--- src/ubac_pkg.sv ---
// Constants for the baud, auto-baud, checksum and collision support block
package ubac_pkg;
  localparam int AW = 3;
  localparam int DW = 8;
  // Register offsets
  localparam logic [2:0] ADDR_CTRL = 3'h0;
  localparam logic [2:0] ADDR_DIV_LO = 3'h1;
  localparam logic [2:0] ADDR_DIV_HI = 3'h2;
  localparam logic [2:0] ADDR_TX_SUM = 3'h3;
  localparam logic [2:0] ADDR_RX_SUM = 3'h4;
  localparam logic [2:0] ADDR_STATUS = 3'h5;
  localparam logic [2:0] ADDR_CTRL2 = 3'h6;
  // Control fields
  localparam int SPEED_BIT = 7;
  localparam int RATE_EN_BIT = 6;
  localparam int TX_EN_BIT = 5;
  localparam int RX_EN_BIT = 4;
  localparam int MODE_LSB = 0;
  localparam int CSUM_EN_BIT = 0;
  localparam int COLL_IE_BIT = 1;
  localparam int HOLD_SEL_TX_BIT = 2;
  // Status fields
  localparam int ST_RATE_DONE = 0;
  localparam int ST_RATE_OVF = 1;
  localparam int ST_COLL = 2;
  localparam int ST_CERR = 3;
  localparam int ST_RX_IDLE = 4;
  // Reset values
  localparam logic [7:0] CTRL_RST = 8'h00;
  localparam logic [7:0] CTRL2_RST = 8'h00;
  localparam logic [15:0] DIV_RST = 16'h0000;
  localparam logic [7:0] SUM_RST = 8'h00;
  // Modes
  localparam logic [3:0] MODE_ASYNC8 = 4'h0;
  localparam logic [3:0] MODE_ASYNC7 = 4'h1;
  localparam logic [3:0] MODE_DALI = 4'h8;
  localparam logic [3:0] MODE_LIN = 4'hc;
  // Timing counts in system clocks, baud ticks or line edges
  localparam logic [4:0] BITS_HI = 5'h04;
  localparam logic [4:0] BITS_LO = 5'h10;
  localparam logic [6:0] RATE_PRE_HI = 7'h1f;
  localparam logic [6:0] RATE_PRE_LO = 7'h7f;
  localparam logic [2:0] RATE_EDGES = 3'h5;
  typedef enum logic [3:0] {
    RATE_IDLE = 4'b0001,
    RATE_WAIT = 4'b0010,
    RATE_MEAS = 4'b0100,
    RATE_TAIL = 4'b1000
  } ubac_rate_t;
endpackage

--- src/ubac_csum.sv ---
// Eight-bit checksum adder with end-around carry
`timescale 1ns/1ps
module ubac_csum (
  // Clock and reset
  input wire logic clk_i,
  input wire logic reset_i,
  input wire logic ce_i,
  // Control
  input wire logic en_i,
  input wire logic load_i,
  input wire logic [7:0] load_data_i,
  // Completed bytes
  input wire logic byte_done_i,
  input wire logic [7:0] byte_i,
  // Sum
  output logic [7:0] sum_o
);
  logic [8:0] raw_sum;
  logic [7:0] next_sum;

  assign raw_sum = {1'b0, sum_o} + {1'b0, byte_i};
  assign next_sum = raw_sum[7:0] + {7'h00, raw_sum[8]};

  always_ff @(posedge clk_i) begin
    if (reset_i) begin
      sum_o <= ubac_pkg::SUM_RST;
    end else if (ce_i) begin
      if (load_i) begin
        sum_o <= load_data_i;
      end else if (en_i && byte_done_i) begin
        sum_o <= next_sum;
      end
    end
  end
endmodule

--- src/ubac_top.sv ---
// Baud generator, auto-baud, checksum, collision and activity support for a UART
// Behaviour
// - Checksum error flag only in LIN mode.
// - Collision check runs whenever receiver and transmitter enabled.
// - Mismatched looped-back word sets collision flag, interrupt.
// - DALI missing mid-bit transition also flags collision.
// - Line edges restart hold-off timer.
// - Free-running 16-bit baud timer, divisor sets period.
// - Bit rate is clock over 4(n+1) or 16(n+1).
// - Divisor write clears baud timer at once.
// - Auto-baud in 8-bit async and LIN only.
// - First fall starts count, receiver held idle.
// - Fifth fall loads divisor, clears enable, sets done.
// - Idle drops on first fall, returns fifth rise.
// - Measure counter ticks every 32 or 128 clocks.
// - Visible divisor kept until measurement completes.
// - Enabled adders add each byte with carry.
// - Overflow flagged, divisor kept, done at fifth fall.
// - Four or sixteen baud ticks per bit.
`timescale 1ns/1ps
module ubac_top (
  // Clock, reset, enable
  input wire logic clk_i,
  input wire logic reset_i,
  input wire logic ce_i,
  // Register port
  input wire logic [2:0] addr_i,
  input wire logic [7:0] wdata_i,
  input wire logic wr_i,
  input wire logic rd_i,
  output logic [7:0] rdata_o,
  // Serial pins
  input wire logic rx_pin_i,
  input wire logic tx_pin_i,
  // Neighbouring UART logic
  input wire logic tx_byte_done_i,
  input wire logic [7:0] tx_byte_i,
  input wire logic rx_byte_done_i,
  input wire logic [7:0] rx_byte_i,
  input wire logic tx_active_i,
  input wire logic dali_midbit_miss_i,
  input wire logic lin_sync_start_i,
  input wire logic lin_checksum_bad_i,
  input wire logic rx_sm_idle_i,
  // Outputs
  output logic baud_tick_o,
  output logic bit_tick_o,
  output logic rx_sm_hold_o,
  output logic receiver_idle_o,
  output logic collision_irq_o,
  output logic holdoff_restart_o
);
  logic [7:0] ctrl;
  logic [7:0] ctrl2;
  logic [15:0] baud_divisor;
  logic [15:0] baud_count;
  logic [4:0] bit_phase;
  logic autobaud_done_flag;
  logic autobaud_overflow_flag;
  logic collision_flag;
  logic checksum_error_flag;
  logic [7:0] tx_checksum_sum;
  logic [7:0] rx_checksum_sum;
  logic [7:0] tx_last;
  logic coll_armed;
  logic rx_s1, rx_s2, rx_s3;
  logic tx_s1, tx_s2, tx_s3;
  ubac_pkg::ubac_rate_t rate_state;
  ubac_pkg::ubac_rate_t next_rate_state;
  logic [16:0] rate_count;
  logic [6:0] rate_pre;
  logic [2:0] rate_falls;
  logic [2:0] rate_rises;
  logic lin_req;

  // Decode
  wire [3:0] mode = ctrl[ubac_pkg::MODE_LSB +: 4];
  wire speed_select = ctrl[ubac_pkg::SPEED_BIT];
  wire autobaud_enable = ctrl[ubac_pkg::RATE_EN_BIT];
  wire checksum_adders_enable = ctrl2[ubac_pkg::CSUM_EN_BIT];
  wire collision_irq_enable = ctrl2[ubac_pkg::COLL_IE_BIT];
  wire mode_lin = (mode == ubac_pkg::MODE_LIN);
  wire mode_dali = (mode == ubac_pkg::MODE_DALI);
  wire wr_ctrl = ce_i && wr_i && (addr_i == ubac_pkg::ADDR_CTRL);
  wire wr_lo = ce_i && wr_i && (addr_i == ubac_pkg::ADDR_DIV_LO);
  wire wr_hi = ce_i && wr_i && (addr_i == ubac_pkg::ADDR_DIV_HI);
  wire wr_txs = ce_i && wr_i && (addr_i == ubac_pkg::ADDR_TX_SUM);
  wire wr_rxs = ce_i && wr_i && (addr_i == ubac_pkg::ADDR_RX_SUM);
  wire wr_stat = ce_i && wr_i && (addr_i == ubac_pkg::ADDR_STATUS);
  wire wr_ctrl2 = ce_i && wr_i && (addr_i == ubac_pkg::ADDR_CTRL2);
  wire rx_fall = rx_s3 && !rx_s2;
  wire rx_rise = !rx_s3 && rx_s2;
  wire tx_edge = tx_s3 ^ tx_s2;
  wire line_edge = ctrl2[ubac_pkg::HOLD_SEL_TX_BIT] ? tx_edge : (rx_fall || rx_rise);

  // Auto-baud
  wire rate_req = autobaud_enable || lin_req;
  wire [6:0] rate_pre_top = speed_select ? ubac_pkg::RATE_PRE_HI : ubac_pkg::RATE_PRE_LO;
  wire rate_pre_wrap = (rate_pre == rate_pre_top);
  wire rate_fifth_fall = (rate_state == ubac_pkg::RATE_MEAS) && rx_fall
                         && (rate_falls == ubac_pkg::RATE_EDGES - 3'h1);
  wire rate_rise_last = rx_rise && (rate_rises == ubac_pkg::RATE_EDGES - 3'h1);
  wire rate_load = rate_fifth_fall && !rate_count[16];
  wire rate_ovf_set = (rate_state == ubac_pkg::RATE_MEAS) && rate_pre_wrap
                      && (rate_count[15:0] == 16'hffff);
  wire rate_busy_next = (next_rate_state == ubac_pkg::RATE_MEAS)
                        || (next_rate_state == ubac_pkg::RATE_TAIL);
  wire rate_sw_ok = (wdata_i[ubac_pkg::MODE_LSB +: 4] == ubac_pkg::MODE_ASYNC8);

  always_comb begin
    next_rate_state = rate_state;
    case (rate_state)
      ubac_pkg::RATE_IDLE: begin
        if (rate_req) begin
          next_rate_state = ubac_pkg::RATE_WAIT;
        end
      end
      ubac_pkg::RATE_WAIT: begin
        if (!rate_req) begin
          next_rate_state = ubac_pkg::RATE_IDLE;
        end else if (rx_fall) begin
          next_rate_state = ubac_pkg::RATE_MEAS;
        end
      end
      ubac_pkg::RATE_MEAS: begin
        if (!rate_req) begin
          next_rate_state = ubac_pkg::RATE_IDLE;
        end else if (rate_fifth_fall) begin
          next_rate_state = ubac_pkg::RATE_TAIL;
        end
      end
      ubac_pkg::RATE_TAIL: begin
        if (rate_rise_last) begin
          next_rate_state = ubac_pkg::RATE_IDLE;
        end
      end
      default: begin
        next_rate_state = ubac_pkg::RATE_IDLE;
      end
    endcase
  end

  // Baud generator
  wire div_write = wr_lo || wr_hi || (ce_i && rate_load);
  wire baud_wrap = (baud_count == baud_divisor);
  wire [4:0] bits_top = (speed_select ? ubac_pkg::BITS_HI : ubac_pkg::BITS_LO) - 5'h01;

  // Collision
  wire coll_check = ctrl[ubac_pkg::RX_EN_BIT] && ctrl[ubac_pkg::TX_EN_BIT];
  wire coll_set = coll_check && ((rx_byte_done_i && coll_armed && (rx_byte_i != tx_last))
                  || (mode_dali && tx_active_i && dali_midbit_miss_i));
  wire cerr_set = mode_lin && lin_checksum_bad_i;
  wire next_coll = coll_set || (collision_flag && !(wr_stat && !wdata_i[ubac_pkg::ST_COLL]));

  // Read mux
  wire [7:0] status = {3'h0, receiver_idle_o, checksum_error_flag, collision_flag,
                       autobaud_overflow_flag, autobaud_done_flag};
  wire [7:0] rd_mux = (addr_i == ubac_pkg::ADDR_CTRL) ? ctrl :
                      (addr_i == ubac_pkg::ADDR_DIV_LO) ? baud_divisor[7:0] :
                      (addr_i == ubac_pkg::ADDR_DIV_HI) ? baud_divisor[15:8] :
                      (addr_i == ubac_pkg::ADDR_TX_SUM) ? tx_checksum_sum :
                      (addr_i == ubac_pkg::ADDR_RX_SUM) ? rx_checksum_sum :
                      (addr_i == ubac_pkg::ADDR_STATUS) ? status :
                      (addr_i == ubac_pkg::ADDR_CTRL2) ? ctrl2 : 8'h00;

  // Pin synchronisers
  always_ff @(posedge clk_i) begin
    if (reset_i) begin
      {rx_s1, rx_s2, rx_s3} <= 3'h7;
      {tx_s1, tx_s2, tx_s3} <= 3'h7;
    end else if (ce_i) begin
      {rx_s1, rx_s2, rx_s3} <= {rx_pin_i, rx_s1, rx_s2};
      {tx_s1, tx_s2, tx_s3} <= {tx_pin_i, tx_s1, tx_s2};
    end
  end

  // Registers and flags
  always_ff @(posedge clk_i) begin
    if (reset_i) begin
      ctrl <= ubac_pkg::CTRL_RST;
      ctrl2 <= ubac_pkg::CTRL2_RST;
      baud_divisor <= ubac_pkg::DIV_RST;
      autobaud_done_flag <= 1'b0;
      autobaud_overflow_flag <= 1'b0;
      collision_flag <= 1'b0;
      checksum_error_flag <= 1'b0;
      rdata_o <= 8'h00;
    end else if (ce_i) begin
      rdata_o <= rd_i ? rd_mux : 8'h00;
      if (wr_ctrl) begin
        ctrl <= {wdata_i[7], wdata_i[6] && rate_sw_ok, wdata_i[5:0]};
      end
      if (rate_fifth_fall) begin
        ctrl[ubac_pkg::RATE_EN_BIT] <= 1'b0;
      end
      if (wr_ctrl2) begin
        ctrl2 <= wdata_i;
      end
      if (rate_load) begin
        baud_divisor <= rate_count[15:0];
      end else if (wr_lo) begin
        baud_divisor[7:0] <= wdata_i;
      end else if (wr_hi) begin
        baud_divisor[15:8] <= wdata_i;
      end
      autobaud_done_flag <= rate_fifth_fall
        || (autobaud_done_flag && !(wr_stat && !wdata_i[ubac_pkg::ST_RATE_DONE]));
      autobaud_overflow_flag <= rate_ovf_set
        || (autobaud_overflow_flag && !(wr_stat && !wdata_i[ubac_pkg::ST_RATE_OVF]));
      collision_flag <= next_coll;
      checksum_error_flag <= cerr_set
        || (checksum_error_flag && !(wr_stat && !wdata_i[ubac_pkg::ST_CERR]));
    end
  end

  // Baud timer and bit phase
  always_ff @(posedge clk_i) begin
    if (reset_i) begin
      baud_count <= 16'h0000;
      bit_phase <= 5'h00;
      baud_tick_o <= 1'b0;
      bit_tick_o <= 1'b0;
    end else if (ce_i) begin
      baud_tick_o <= !div_write && baud_wrap;
      bit_tick_o <= !div_write && baud_wrap && (bit_phase >= bits_top);
      if (div_write) begin
        baud_count <= 16'h0000;
        bit_phase <= 5'h00;
      end else if (baud_wrap) begin
        baud_count <= 16'h0000;
        bit_phase <= (bit_phase >= bits_top) ? 5'h00 : bit_phase + 5'h01;
      end else begin
        baud_count <= baud_count + 16'h0001;
      end
    end
  end

  // Auto-baud measurement
  always_ff @(posedge clk_i) begin
    if (reset_i) begin
      rate_state <= ubac_pkg::RATE_IDLE;
      rate_count <= 17'h00000;
      rate_pre <= 7'h00;
      rate_falls <= 3'h0;
      rate_rises <= 3'h0;
      lin_req <= 1'b0;
      rx_sm_hold_o <= 1'b0;
      receiver_idle_o <= 1'b1;
    end else if (ce_i) begin
      rate_state <= next_rate_state;
      rx_sm_hold_o <= rate_busy_next || (next_rate_state == ubac_pkg::RATE_WAIT);
      receiver_idle_o <= rx_sm_idle_i && !rate_busy_next;
      if (rate_fifth_fall || !mode_lin) begin
        lin_req <= 1'b0;
      end else if (lin_sync_start_i) begin
        lin_req <= 1'b1;
      end
      if (rate_state == ubac_pkg::RATE_WAIT) begin
        rate_count <= 17'h00000;
        rate_pre <= 7'h00;
        rate_falls <= {2'h0, rx_fall};
        rate_rises <= 3'h0;
      end else if (rate_state == ubac_pkg::RATE_MEAS) begin
        rate_pre <= rate_pre_wrap ? 7'h00 : rate_pre + 7'h01;
        if (rate_pre_wrap && !rate_count[16]) begin
          rate_count <= rate_count + 17'h00001;
        end
        if (rx_fall) begin
          rate_falls <= rate_falls + 3'h1;
        end
        if (rx_rise) begin
          rate_rises <= rate_rises + 3'h1;
        end
      end else if ((rate_state == ubac_pkg::RATE_TAIL) && rx_rise) begin
        rate_rises <= rate_rises + 3'h1;
      end
    end
  end

  // Collision and line activity
  always_ff @(posedge clk_i) begin
    if (reset_i) begin
      tx_last <= 8'h00;
      coll_armed <= 1'b0;
      collision_irq_o <= 1'b0;
      holdoff_restart_o <= 1'b0;
    end else if (ce_i) begin
      if (tx_byte_done_i) begin
        tx_last <= tx_byte_i;
        coll_armed <= coll_check;
      end else if (rx_byte_done_i) begin
        coll_armed <= 1'b0;
      end
      collision_irq_o <= next_coll && collision_irq_enable;
      holdoff_restart_o <= line_edge;
    end
  end

  // Checksum adders
  ubac_csum u_tx_sum (
    .clk_i(clk_i),
    .reset_i(reset_i),
    .ce_i(ce_i),
    .en_i(checksum_adders_enable),
    .load_i(wr_txs),
    .load_data_i(wdata_i),
    .byte_done_i(tx_byte_done_i),
    .byte_i(tx_byte_i),
    .sum_o(tx_checksum_sum)
  );

  ubac_csum u_rx_sum (
    .clk_i(clk_i),
    .reset_i(reset_i),
    .ce_i(ce_i),
    .en_i(checksum_adders_enable),
    .load_i(wr_rxs),
    .load_data_i(wdata_i),
    .byte_done_i(rx_byte_done_i),
    .byte_i(rx_byte_i),
    .sum_o(rx_checksum_sum)
  );
endmodule

--- config.mk ---
export PLATFORM = sky130hd
export DESIGN_NAME = ubac_top
export DESIGN_NICKNAME = d
export VERILOG_FILES = /design/src/ubac_pkg.sv /design/src/ubac_csum.sv /design/src/ubac_top.sv
export SDC_FILE = /design/constraint.sdc
export NUM_CORES = 1
export LEC_CHECK = 0
export BUFFER_PORTS_ARGS = -buffer_cell sky130_fd_sc_hd__buf_2
export CORE_UTILIZATION = 55
export DETAILED_ROUTE_END_ITERATION = 10
export PLACE_DENSITY_LB_ADDON = 0.12
export SLEW_MARGIN = 40
export SYNTH_ARGS = -nofsm -noshare
export SYNTH_HDL_FRONTEND = slang
export SYNTH_SLANG_ARGS = --single-unit
--- constraint.sdc ---
create_clock -name clk_i -period 2.86 [get_ports clk_i]
set_input_delay 0.143 -clock clk_i [delete_from_list [all_inputs] [get_ports clk_i]]
set_output_delay 0.143 -clock clk_i [all_outputs]
set_load 0.02 [all_outputs]
==> impl_results.md <==
- # nets final: 1080
- First-pass GRT wire length: 31800 um
- R2R cell count: 16
- DP Wirelength: between 10000 and 15000 um
- Most frequent cells in the layout: 134 x dfxtp_1, 130 x nor2_1, 89 x nand2_1
- Max-slew violations: 0
- WP data arrival: 3110 ps
- Async set-reset flop share out of synthesis: 0
- Post-Syn Area per Cell: 8.16 sq um
- RSZ-0062 raised after global routing: yes
- Placed Area: between 8000 and 9000 sq um
- Part of the power in registers: 0.426
- Final period utilization: 0.984
- Comb pwr share: 0.098
- Avg WL per Cell: 16.6 um
- Initial drt markers: 450
- Die footprint: 14400 sq um
- Total GRT Usage: 0.285
- Final RePlAce weighted congestion: just under 0.9
- Worst slew margin: 0.512
- Flops & latches, synth: ~140
- Worst skew pair latency: 430 ps
- Minimum clock period after layout: 2810 ps
- Clock share of power: 0.476
- Placed cells: 1151
- Post-synthesis sequential area ratio: 0.359
- Core box area: 13400 sq um
- Worst vdd ir: 0.000403 V
- Clock-pin slew on the worst setup and hold paths: 60 ps
- Via-to-Cell Ratio: 5.72
- Initial core utilization: 0.571
- Gr ovfl total: 0
- Top FF cell, synth: dfxtp_1
- P_sw: about 1.1 mW
- Post-CTS Setup Inserts: 0
- CTS tree: done
- Most common cell after layout, fill and taps aside: dfxtp_1
- Hold Path Class: in -> reg
- Ports: 55
- Area Growth Syn to Fin: 17.4%
- Pwr dens: 518 nW/um^2
- Maximum net fanout on the critical path: 2
- Worst path max stage delay: 340 ps
- Htree depth: 4
- Port Buffer Count: 54
- Cells after Synth: 938
- Yosys warning count: 0
- Critical Path Stages: 16
- Net Sw Frac: 0.239
- Hold Fails Final Rpt: 0
- Die X: 120 um
- Crit Path Category: reg -> reg
- Hold WS: between 10 and 15 ps
- Slowest cell on crit path: fa_2
- CP bufs+invs: 2
- Worst setup SP type: register
- Fin cells: ~1200
- Setup crit end: u_tx_sum.sum_o[6]
- Clock Path Buffers: 2
- Mapped cell area: approximately 7600 sq um
- Critical Path RT: 3150 ps
- Vias: 6829
- Layout fillers: 1141
- R2r startpoint: u_tx_sum.sum_o[0]
- Die Y: 120 um
- Clock root buffer master: clkbuf_16
- Syn Nets: 1013
- Outcome: finished clean
- Initial antenna violation count: 1
- Pleak: 3.50 nW
- Layout cells sized above 1: 0.149
- Post-route ant nets: 0
- Netlist cell types: 75
- Critical path, cell by cell: ha_1 -> inv_1 -> fa_2 -> nor2b_2 -> o221a_2 -> o31a_1 -> o21ai_1 -> nand2b_1 -> ha_2 -> ha_2 -> nor4b_4 -> buf_4 -> nand3_1 -> xnor2_1 -> o21ai_1 -> a21oi_1
- Int Power: ~3.5 mW
- Clock Sinks: 137
- Final setup viols: 0
- Rows: 42
- RR Endpoint: u_tx_sum.sum_o[6]
- Design Area, Final: 8980 sq um
- Flop2flop setup slack: 50 ps
- Inserted Clock Buffers: 17
- Slew @ Worst Pin: 726 ps
- Clock Skews: 4.64 ps
- Vias in the first global route: 6319
- Crit. Startpoint: u_tx_sum.sum_o[0]
- CP top delay family: adder cells
- Critical Path Sink Type: register
- First drt pass iteration count: 4
- Fmax: 0.355 GHz
- Remaining DRCs: 0
- MaxCap Viol Count: 0
- WL final: 19800 um
- Post-synth EDFFs: 0
- Largest net degree at the start of global routing: 51
==> flip-flops by register name, indices dropped and copies added, names as in the netlist, 8 cells and up <==
register and flops:
ctrl 8, tx_last 8, rate_count 17, u_rx_sum.sum_o 8, baud_count 16, ctrl2 8
baud_divisor 16, rdata_o 8, u_tx_sum.sum_o 8
==> kinds of logic after synthesis <==
kind of cell               count (synthesis)  synth area share
AOI/OAI and AO/OA                        206             0.168
xor gates and xnor gates                  73            0.0873
adders and majority gates                 34            0.0576
buffers and inverters                     81            0.0430
DFF                                      137             0.359
muxes                                     39            0.0512
and+or+nand+nor                          368             0.235
==> how the worst min path moves through the flow <==
stage,slack (ps),startpoint,end,cells after the start
global route,10,tx_byte_i[2],tx_last[2],3
floorplan,270,tx_pin_i,tx_s1,2
global placement,360,rx_pin_i,rx_s1,3
CTS,10,tx_byte_i[2],tx_last[2],3
detailed placement,360,rx_pin_i,rx_s1,3
finish,10,tx_byte_i[2],tx_last[2],3
==> power by group through the flow <==
stage | combinational [mW] | sequential, mW | clock (mW)
floorplan | 0.285 | 2.02 | 0
global placement | 0.423 | 2.02 | 0
detailed placement | 0.424 | 2.02 | 0
CTS | 0.442 | 1.98 | 2.24
global route | 0.498 | 1.99 | 2.33
finish | 0.455 | 1.98 | 2.22
==> metrics by stage <==
step	setup TNS, ps	total power [mW]	setup WS [ps]	util
after global routing	-280	4.82	-138	0.670
after CTS	-20.8	4.67	-20.8	0.664
final	0	4.66	46.4	0.670
after global placement	-1.16	2.45	-1.16	0.609
after detailed placement	-111	2.45	-59.6	0.609
after floorplan	0	2.30	48.6	-
==> tightest hold or removal path, cell delays in order <==
cell and delay [ps]:
buf_2 110, nand2_1 80, a21oi_1 60
==> cell usage after synthesis, types with 11 or more instances <==
cell | instances | area, sq um
nand3_1 | 30 | 150
a211oi_1 | 26 | 195
clkbuf_1 | 28 | 105
nand2_1 | 89 | 334
and3_1 | 20 | 125
xnor2_1 | 36 | 315
a21oi_1 | 80 | 400
dfxtp_1 | 137 | 2740
nor2_1 | 130 | 488
xor2_1 | 35 | 307
inv_1 | 33 | 124
mux2i_1 | 38 | 380
or3_1 | 11 | 68.8
nor2b_1 | 14 | 87.6
nand4_1 | 11 | 68.8
o21ai_0 | 38 | 190
ha_1 | 32 | 400
nor3_1 | 22 | 110
==> repair_timing <==
action / 4_1_cts / 5_1_grt
gates resized for setup: 4 / 22
hold buffers: 11 / 0
pin swaps: 0 / 4
endpoints found under the hold margin: 11 / 0
cloned: 0 / 0
setup endpoints to repair: 4 / 10
==> cell type report <==
cell class	instances	area (sq um)	share of cell area
multi-input combinational	720	4680	0.521
sequential	137	2750	0.306
timing repair buffer	95	606	0.0674
clock buffer	25	515	0.0574
tap	176	220	0.0245
inverter	34	128	0.0142
clock inverter	6	86.3	0.00961
antenna	1	2.50	0.000279
==> per-layer routing <==
metal  vias up  GRT usage  share of wire
li1       3441          -              -
met1      3155      0.374           0.46
met2       190      0.454           0.45
met3        43     0.0623          0.057
met4         0      0.108          0.026
met5         -          0              0
Power figures use the tool's default switching activity.
